**src/tt_consts.vh**
```
/*
 * Constants for the touch toggle detector: clock rate, schedule times,
 * detection figures, drift rates and reset values.
 * Assumes it is included by bare name into the detector's design file.
 */
`ifndef TT_CONSTS_VH
`define TT_CONSTS_VH

// System clock rate in MHz and in Hz (wide for long products).
`define TT_CLK_MHZ        100
`define TT_CLK_HZ         40'd100000000

// Sleep between bursts in the low power schedule, in ms.
`define TT_SLEEP_MS       80
// Continuous detection time that forces a recalibration, in s.
`define TT_RECAL_S        40'd60
// Settle time for the polarity resistor before the pin is sampled, in ns.
`define TT_SENSE_NS       1000

// Detection threshold in counts, fixed.
`define TT_THRESH         10
// Terminal count of the detect integrator.
`define TT_DI_TERM        4
// Calibration averages 2**TT_CAL_SHIFT bursts.
`define TT_CAL_SHIFT      2
// Idle acquisitions per one-count reference step, per direction.
`define TT_DRIFT_UP_N     20
`define TT_DRIFT_DN_N     2

// Reset values.
`define TT_RST_ON         1'b0
`define TT_RST_OE_N       1'b1
`define TT_RST_OUT        1'b0

`endif

```
**src/tt_touch_toggle.v**
```verilog
/*
 * Digital core of a single-key capacitive toggle sensor: burst scheduling,
 * power-up polarity sensing and calibration, threshold detection with
 * hysteresis, detect integration, asymmetric drift compensation, and a
 * recalibration after a long continuous detection.
 * Assumes a charge-transfer front end on the same clock that answers each
 * burst request with one count strobe, and a pull resistor on the output
 * pin that selects the polarity at power-up.
 */
`timescale 1ns/1ps
`default_nettype none

`include "tt_consts.vh"

// Functional notes
// - Output changes only after four successive detecting acquisitions.
// - Low power schedule idles about 80 ms after each burst, except during calibration or a pending touch.
// - While a touch is pending, bursts run back to back without sleep.
// - A confirmed touch inverts the on/off state, then sleeping resumes.
// - An unconfirmed touch returns to sleeping and leaves the output alone.
// - Detection when signal exceeds reference by at least fixed 10 counts.
// - Integrator counts detections and clears at once on any miss.
// - About 60 s of continuous detection forces recalibration without toggling.
// - Full calibration at every power-up; no other forced recalibration input.
// - Reference tracks signal in limited steps, frozen while sensing an object.
// - Threshold and hysteresis levels are taken relative to current reference.
// - Reference follows removal quickly and approach slowly.
// - Active-high drives high for on; active-low drives low for on.
// - Power-up samples output pin pull: ground gives active-high, supply active-low.
module tt_touch_toggle #(
	parameter        CW        = 16,
	parameter [15:0] THRESH    = `TT_THRESH,
	parameter [15:0] HYST      = `TT_THRESH / 4,
	parameter [7:0]  N_UP      = `TT_DRIFT_UP_N,
	parameter [7:0]  N_DN      = `TT_DRIFT_DN_N,
	parameter [31:0] SLEEP_CYC = `TT_SLEEP_MS * `TT_CLK_MHZ * 1000,
	parameter [39:0] RECAL_CYC = `TT_RECAL_S * `TT_CLK_HZ,
	parameter [31:0] SENSE_CYC = (`TT_SENSE_NS * `TT_CLK_MHZ + 999) / 1000
) (
	// Clock and reset.
	input  wire          I_CLK_SYS,
	input  wire          I_RSTN,
	// Charge-transfer front end.
	output reg           O_BURST_REQ,
	input  wire          I_ACQ_VALID,
	input  wire [CW-1:0] I_ACQ_COUNT,
	// Output pin, three signals of a two-way pin.
	input  wire          I_OUT_PIN,
	output reg           O_OUT,
	output reg           O_OUT_OE_N,
	// Status.
	output reg           O_CAL_BUSY
);

	// One-hot schedule states.
	localparam [3:0] ST_SENSE = 4'h1;
	localparam [3:0] ST_SLEEP = 4'h2;
	localparam [3:0] ST_REQ   = 4'h4;
	localparam [3:0] ST_WAIT  = 4'h8;

	// Worked out as integers first, then cut to the 3-bit counters on purpose.
	localparam integer DI_LAST_I  = `TT_DI_TERM - 1;
	localparam integer CAL_LAST_I = (1 << `TT_CAL_SHIFT) - 1;
	localparam [2:0]   DI_LAST    = DI_LAST_I[2:0];
	localparam [2:0]   CAL_LAST   = CAL_LAST_I[2:0];

	reg           rst_s1_reg;
	reg           rst_n_reg;
	reg           pin_s1_reg;
	reg           pin_s2_reg;

	reg  [3:0]    state_reg,   state_next;
	reg  [31:0]   timer_reg,   timer_next;
	reg  [39:0]   hold_reg,    hold_next;
	reg  [CW-1:0] ref_reg,     ref_next;
	reg  [CW+2:0] sum_reg,     sum_next;
	reg  [2:0]    cal_cnt_reg, cal_cnt_next;
	reg           cal_reg,     cal_next;
	reg  [2:0]    integ_reg,   integ_next;
	reg           det_reg,     det_next;
	reg           on_reg,      on_next;
	reg           pol_low_reg, pol_low_next;
	reg  [7:0]    up_cnt_reg,  up_cnt_next;
	reg  [7:0]    dn_cnt_reg,  dn_cnt_next;
	reg           oe_n_next;
	reg           req_next;

	wire [CW:0]   sig_ext;
	wire [CW:0]   ref_ext;
	wire [CW:0]   hit_level;
	wire [CW:0]   rel_level;
	wire          hit;
	wire          still;
	wire [CW+2:0] sum_add;

	// Reset is released through two flops so every flop leaves reset together.
	always @(posedge I_CLK_SYS or negedge I_RSTN)
	begin
		if (!I_RSTN)
		begin
			rst_s1_reg <= 1'b0;
			rst_n_reg  <= 1'b0;
		end
		else
		begin
			rst_s1_reg <= 1'b1;
			rst_n_reg  <= rst_s1_reg;
		end
	end

	// The pin is outside the clock's domain; only the second flop is read.
	always @(posedge I_CLK_SYS or negedge rst_n_reg)
	begin
		if (!rst_n_reg)
		begin
			pin_s1_reg <= 1'b0;
			pin_s2_reg <= 1'b0;
		end
		else
		begin
			pin_s1_reg <= I_OUT_PIN;
			pin_s2_reg <= pin_s1_reg;
		end
	end

	// Levels move with the reference, so drift never shifts sensitivity.
	assign sig_ext   = {1'b0, I_ACQ_COUNT};
	assign ref_ext   = {1'b0, ref_reg};
	// Counts wider than 16 bits would need wider threshold parameters.
	assign hit_level = ref_ext + {1'b0, THRESH[CW-1:0]};
	assign rel_level = ref_ext + {1'b0, THRESH[CW-1:0]} - {1'b0, HYST[CW-1:0]};
	assign hit       = (sig_ext >= hit_level);
	assign still     = (sig_ext >= rel_level);
	assign sum_add   = sum_reg + {3'h0, I_ACQ_COUNT};

	// Schedule, calibration, detection and drift in one next-state process.
	always @*
	begin
		state_next   = state_reg;
		timer_next   = timer_reg;
		hold_next    = hold_reg;
		ref_next     = ref_reg;
		sum_next     = sum_reg;
		cal_cnt_next = cal_cnt_reg;
		cal_next     = cal_reg;
		integ_next   = integ_reg;
		det_next     = det_reg;
		on_next      = on_reg;
		pol_low_next = pol_low_reg;
		up_cnt_next  = up_cnt_reg;
		dn_cnt_next  = dn_cnt_reg;
		oe_n_next    = O_OUT_OE_N;
		req_next     = 1'b0;

		// The detection timer runs only while an object is held on the key.
		if (det_reg)
			hold_next = hold_reg + 40'h1;

		case (state_reg)
			ST_SENSE:
			begin
				// Pin is released so the external pull alone sets its level.
				timer_next = timer_reg + 32'h1;
				if (timer_reg == SENSE_CYC - 32'h1)
				begin
					pol_low_next = pin_s2_reg;
					oe_n_next    = 1'b0;
					cal_next     = 1'b1;
					cal_cnt_next = 3'h0;
					sum_next     = {(CW+3){1'b0}};
					timer_next   = 32'h0;
					state_next   = ST_REQ;
				end
			end
			ST_SLEEP:
			begin
				timer_next = timer_reg + 32'h1;
				if (timer_reg == SLEEP_CYC - 32'h1)
				begin
					timer_next = 32'h0;
					state_next = ST_REQ;
				end
			end
			ST_REQ:
			begin
				req_next   = 1'b1;
				state_next = ST_WAIT;
			end
			ST_WAIT:
			begin
				if (I_ACQ_VALID && cal_reg)
				begin
					// Average a few bursts so one noisy burst cannot skew the baseline.
					sum_next     = sum_add;
					cal_cnt_next = cal_cnt_reg + 3'h1;
					state_next   = ST_REQ;
					if (cal_cnt_reg == CAL_LAST)
					begin
						ref_next   = sum_add[CW+`TT_CAL_SHIFT-1:`TT_CAL_SHIFT];
						cal_next   = 1'b0;
						state_next = ST_SLEEP;
					end
				end
				else if (I_ACQ_VALID && det_reg)
				begin
					// Reference frozen while the object is sensed.
					if (!still)
					begin
						det_next  = 1'b0;
						hold_next = 40'h0;
					end
					state_next = ST_SLEEP;
				end
				else if (I_ACQ_VALID && hit)
				begin
					up_cnt_next = 8'h0;
					dn_cnt_next = 8'h0;
					if (integ_reg == DI_LAST)
					begin
						on_next    = ~on_reg;
						det_next   = 1'b1;
						hold_next  = 40'h0;
						integ_next = 3'h0;
						state_next = ST_SLEEP;
					end
					else
					begin
						integ_next = integ_reg + 3'h1;
						state_next = ST_REQ;
					end
				end
				else if (I_ACQ_VALID)
				begin
					// A miss drops a pending touch; the output is untouched.
					integ_next = 3'h0;
					state_next = ST_SLEEP;
					if (I_ACQ_COUNT > ref_reg)
					begin
						dn_cnt_next = 8'h0;
						up_cnt_next = up_cnt_reg + 8'h1;
						if (up_cnt_reg >= N_UP - 8'h1)
						begin
							up_cnt_next = 8'h0;
							ref_next    = ref_reg + 1'b1;
						end
					end
					else if (I_ACQ_COUNT < ref_reg)
					begin
						up_cnt_next = 8'h0;
						dn_cnt_next = dn_cnt_reg + 8'h1;
						if (dn_cnt_reg >= N_DN - 8'h1)
						begin
							dn_cnt_next = 8'h0;
							ref_next    = ref_reg - 1'b1;
						end
					end
					else
					begin
						up_cnt_next = 8'h0;
						dn_cnt_next = 8'h0;
					end
				end
			end
			default:
			begin
				state_next = ST_SENSE;
				timer_next = 32'h0;
			end
		endcase

		// A stuck detection recalibrates; on_reg is kept, so the output holds.
		if (det_reg && (hold_reg == RECAL_CYC - 40'h1))
		begin
			det_next     = 1'b0;
			hold_next    = 40'h0;
			integ_next   = 3'h0;
			up_cnt_next  = 8'h0;
			dn_cnt_next  = 8'h0;
			cal_next     = 1'b1;
			cal_cnt_next = 3'h0;
			sum_next     = {(CW+3){1'b0}};
			timer_next   = 32'h0;
			req_next     = 1'b0;
			state_next   = ST_REQ;
		end
	end

	// State flops; the output is on from power-up only after a touch.
	always @(posedge I_CLK_SYS or negedge rst_n_reg)
	begin
		if (!rst_n_reg)
		begin
			state_reg   <= ST_SENSE;
			timer_reg   <= 32'h0;
			hold_reg    <= 40'h0;
			ref_reg     <= {CW{1'b0}};
			sum_reg     <= {(CW+3){1'b0}};
			cal_cnt_reg <= 3'h0;
			cal_reg     <= 1'b1;
			integ_reg   <= 3'h0;
			det_reg     <= 1'b0;
			on_reg      <= `TT_RST_ON;
			pol_low_reg <= 1'b0;
			up_cnt_reg  <= 8'h0;
			dn_cnt_reg  <= 8'h0;
			O_OUT_OE_N  <= `TT_RST_OE_N;
			O_OUT       <= `TT_RST_OUT;
			O_BURST_REQ <= 1'b0;
			O_CAL_BUSY  <= 1'b1;
		end
		else
		begin
			state_reg   <= state_next;
			timer_reg   <= timer_next;
			hold_reg    <= hold_next;
			ref_reg     <= ref_next;
			sum_reg     <= sum_next;
			cal_cnt_reg <= cal_cnt_next;
			cal_reg     <= cal_next;
			integ_reg   <= integ_next;
			det_reg     <= det_next;
			on_reg      <= on_next;
			pol_low_reg <= pol_low_next;
			up_cnt_reg  <= up_cnt_next;
			dn_cnt_reg  <= dn_cnt_next;
			O_OUT_OE_N  <= oe_n_next;
			// Pin level is the on state flipped for active-low.
			O_OUT       <= oe_n_next ? 1'b0 : (on_next ^ pol_low_next);
			O_BURST_REQ <= req_next;
			O_CAL_BUSY  <= cal_next;
		end
	end

endmodule // tt_touch_toggle

`default_nettype wire

```
**config.mk**
```make
export PLATFORM = sky130hd
export DESIGN_NAME = tt_touch_toggle
export DESIGN_NICKNAME = d
export VERILOG_FILES = /design/src/tt_touch_toggle.v
export VERILOG_INCLUDE_DIRS = /design/src
export SDC_FILE = /design/constraint.sdc
export NUM_CORES = 1
export LEC_CHECK = 0
export BUFFER_PORTS_ARGS = -buffer_cell sky130_fd_sc_hd__buf_2
export CORE_AREA = 2 2 135 137
export CTS_CLUSTER_DIAMETER = 120
export DETAILED_ROUTE_END_ITERATION = 6
export DIE_AREA = 0 0 137 139
export GPL_TIMING_DRIVEN = 0
export PLACE_DENSITY = 0.85
export SLEW_MARGIN = 20
export SYNTH_ARGS = -nofsm -noshare
export SYNTH_HDL_FRONTEND = slang
export SYNTH_SLANG_ARGS = --single-unit
```
**constraint.sdc**
```tcl
create_clock -name I_CLK_SYS -period 4.1 [get_ports I_CLK_SYS]
set_input_delay 0 -clock I_CLK_SYS [delete_from_list [all_inputs] [get_ports I_CLK_SYS]]
set_output_delay 0 -clock I_CLK_SYS [all_outputs]
set_load 0.1 [all_outputs]
```
==> reports/summary.txt <==
Final Skew -> 0.01569 ns
Least-Margin Pin Slew -> 0.7678 ns
TritonCTS Buffers -> 17
Detailed Route WL -> 26,420 um
Hold Path Depth -> 4
Critical Path Source Type -> flip-flop
Critical R2R Capture -> ref_reg[15]
Root buf cell -> clkbuf_16
Vias in the first global route -> 8,574
Worst Setup End Kind -> flip-flop
First-pass GRT wire length -> 41,590 um
Worst skew pair latency -> 0.43 ns
Final core occ -> 66.61%
Sw Ratio -> 24.82%
Highest Clock Rate -> 246.6 MHz
Grt total ovfl -> 0
Min cycle time layout -> 4.056 ns
CTS Buffer Depth -> 2
CP max-delay cell -> or3_4
Mux contribution to synthesized area -> 0.8318%
Antenna Cells -> 0
WL/cell -> 18.01 um
Met2 WL -> 12,150 um
Relative max-transition margin -> 48.34%
Largest net degree at the start of global routing -> 46
Synth top area share -> 34.76%
Final Hold Fails -> 0
GRT Overall Usage -> 27.00%
Die area -> 19,040 um^2
IO Port Bufs -> 23
Max FFs per register -> 40
Most used DFF post-synth -> dfrtp_1
HP Start -> I_ACQ_COUNT[1]
Residual DRC count -> 0
R2r worst-path depth -> 17
Initial Util -> 57.08%
FF+latch count, synth -> 143
Synth Area in Adders -> 10.58%
Most used cell, CP -> ha_1
Final #Nets -> 1,329
Period utilization -> 98.92%
Max Slew Vio Count -> 0
Post-synthesis compound-gate area fraction -> 18.49%
Count of cell types in the netlist -> 82
Top cells by count, synth -> dfrtp_1, nor2_1, nand2_1
Met3 WL -> 2244 um
Asr flop ratio synth -> 100.0%
Sequence of cells on the critical path -> buf_4, inv_2, ha_1, and3_1, nand4_1, or3_4, nand2_4, ha_1, a211oi_1, nor2_1, o311ai_4, a21oi_2, o41a_1, o21ai_2, nand3_1, a211o_1, o211ai_1
Synth Instances -> 1,136
Class of the worst hold path -> input port to flip-flop
Dominant cell type by area after synthesis -> dfrtp_1
FF-to-FF Start -> ref_reg[10]
WL met1 -> 11,350 um
Syn-to-layout area delta -> 16.70%
Share of power burned in registers -> 44.0%
Most common cell in the synthesized netlist -> dfrtp_1
Switch Pwr -> 0.7998 mW
Sink Count -> 143
Reg2Reg Setup Slack -> 0.04 ns
Lkg Pwr -> 5.244 nW
Final ANT Viol Nets -> 0
Clock transition at path regs -> 0.06 ns
WS Path Type -> flip-flop to flip-flop
Req. time, crit path -> 4.44 ns
XOR/XNOR share of the synthesized area -> 8.715%
Syn_nets -> 1,240
Avg Cell Area, Syn -> 8.872 um^2
CP peak stage delay -> 0.47 ns
GPL Wtd Cong -> 0.9028
Simple-gate share of the synthesized area -> 22.52%
Yosys warning count -> 0
CP arrival -> 4.39 ns
Pre-antenna DRT Iters -> 6
Setup violators final -> 0
Maximum Capacitance Violations -> 0
CTS tree -> done
Layout fillers -> 1,266
HPWL after DPL -> 17,690 um
WHS Endpoint -> sum_reg[1]
Crit path max fanout -> 6
Via count -> 9,245
Power Total -> 3.223 mW
Comb power frac -> 7.2%
Clock power frac -> 48.8%
# H-tree levels -> 4
Top routing layer used -> met4
Starting DRT DRC Count -> 776
VDD IR max -> 298.0 uV
Std cell rows -> 49
Ports -> 24
Post-synth EDFFs -> 0
Outcome -> finished clean
P_int -> 2.423 mW
Synth top area cells -> dfrtp_1, ha_1, xnor2_1
Share of cells above drive strength 1 -> 14.46%
Die H -> 139 um
Initial antenna violation count -> 0
Vias/cell -> 6.302
Die Width -> 137 um
Register area share after synthesis -> 35.54%
P per Cell Area -> 274.0 nW/um^2
Synth Cell Area -> 10,080 um^2
Core ar. -> 17,660 um^2
Largest family of logic cells by synthesized area -> simple AND/OR/NAND/NOR gates
==> per-stage QoR <==
stage / instance area (um^2) / setup TNS [ns] / hold slack, ns / cells / worst slack [ns]
CTS: 11330 / -0.03867 / 0.09346 / 1435 / -0.03867
global placement: 10480 / -7.903 / -0.2150 / 1388 / -0.7343
detailed placement: 10550 / -11.12 / -0.2104 / 1391 / -0.8493
floorplan: 10080 / -0.01547 / -0.2956 / 1136 / -0.01547
finish: 11760 / 0 / 0.1215 / 1467 / 0.04426
global route: 11760 / -4.266 / 0.1362 / 1467 / -0.1258
==> per-layer routing <==
layer / track usage [%] / vias to the layer above
met3: 5.117 / 64
met5: 0 / -
met2: 41.48 / 439
met1: 38.59 / 4407
li1: - / 4335
met4: 8.410 / 0
==> cells in the final DEF (no fill, tap or decap), types with 21 or more instances in the layout <==
cell | Yosys | routed
buf_2 | 10 | 25
and3_1 | 39 | 38
ha_1 | 82 | 78
a21oi_1 | 57 | 53
xnor2_1 | 61 | 61
nand3_1 | 47 | 47
nand4_1 | 21 | 21
buf_4 | 1 | 42
o21ai_0 | 79 | 75
inv_1 | 43 | 41
dfrtp_1 | 140 | 131
xor2_1 | 31 | 30
nand2_1 | 91 | 89
nor2_1 | 119 | 118
==> cell families (layout without fill, tap and decap cells) <==
kind of cell,after synthesis,in the layout
and+or+nand+nor,443,444
AOI/OAI and AO/OA,280,280
DFF,143,143
xor gates and xnor gates,95,95
adders and majority gates,84,84
buffers and inverters,82,183
muxes,8,8
other,1,1
==> power by group through the flow <==
stage	clock network, mW	registers [mW]	logic [mW]
after floorplan	0	1.46	0.121
after global placement	0	1.47	0.167
after detailed placement	0	1.45	0.203
after CTS	1.58	1.42	0.219
after global routing	1.65	1.42	0.256
final	1.57	1.42	0.233
==> final cells by class <==
class | count | area [um^2] | share of cell area [%]
well taps | 229 | 286.5 | 2.436
repair buffers | 71 | 525.5 | 4.468
inverters | 44 | 165.2 | 1.404
plain buffers | 36 | 201.4 | 1.713
clock buffers | 17 | 425.4 | 3.617
multi-input cells | 912 | 6389 | 54.32
clock inverters | 15 | 172.7 | 1.468
flip-flops and latches | 143 | 3596 | 30.57
==> repair_timing <==
item | in CTS | in global routing
pin swaps | 3 | 15
endpoints found under the setup margin | 52 | 60
resized for setup | 26 | 45
gates cloned | 1 | 1
hold endpoints to repair | 5 | 0
buffers inserted | 8 | 31
hold buffers | 5 | 0
==> worst max path at each step <==
stage,startpoint,endpoint,cells after the start
2_1_floorplan,ref_reg[12],ref_reg[15],17
3_3_place_gp,ref_reg[1],ref_reg[15],18
3_5_place_dp,ref_reg[1],ref_reg[15],18
4_1_cts,ref_reg[10],ref_reg[14],20
5_1_grt,ref_reg[4],hold_reg[31],20
6_report,ref_reg[10],ref_reg[15],17
==> critical path, delay by kind of cell (launching register included) <==
family / cells / cell delay [ns]
AND/OR/NAND/NOR: 6 / 1.17
AO/OA/AOI/OAI: 7 / 1.62
adder cells (fa/ha/maj): 2 / 0.55
buffers and inverters: 2 / 0.26
flip-flops: 1 / 0.38
Power figures use the tool's default switching activity.
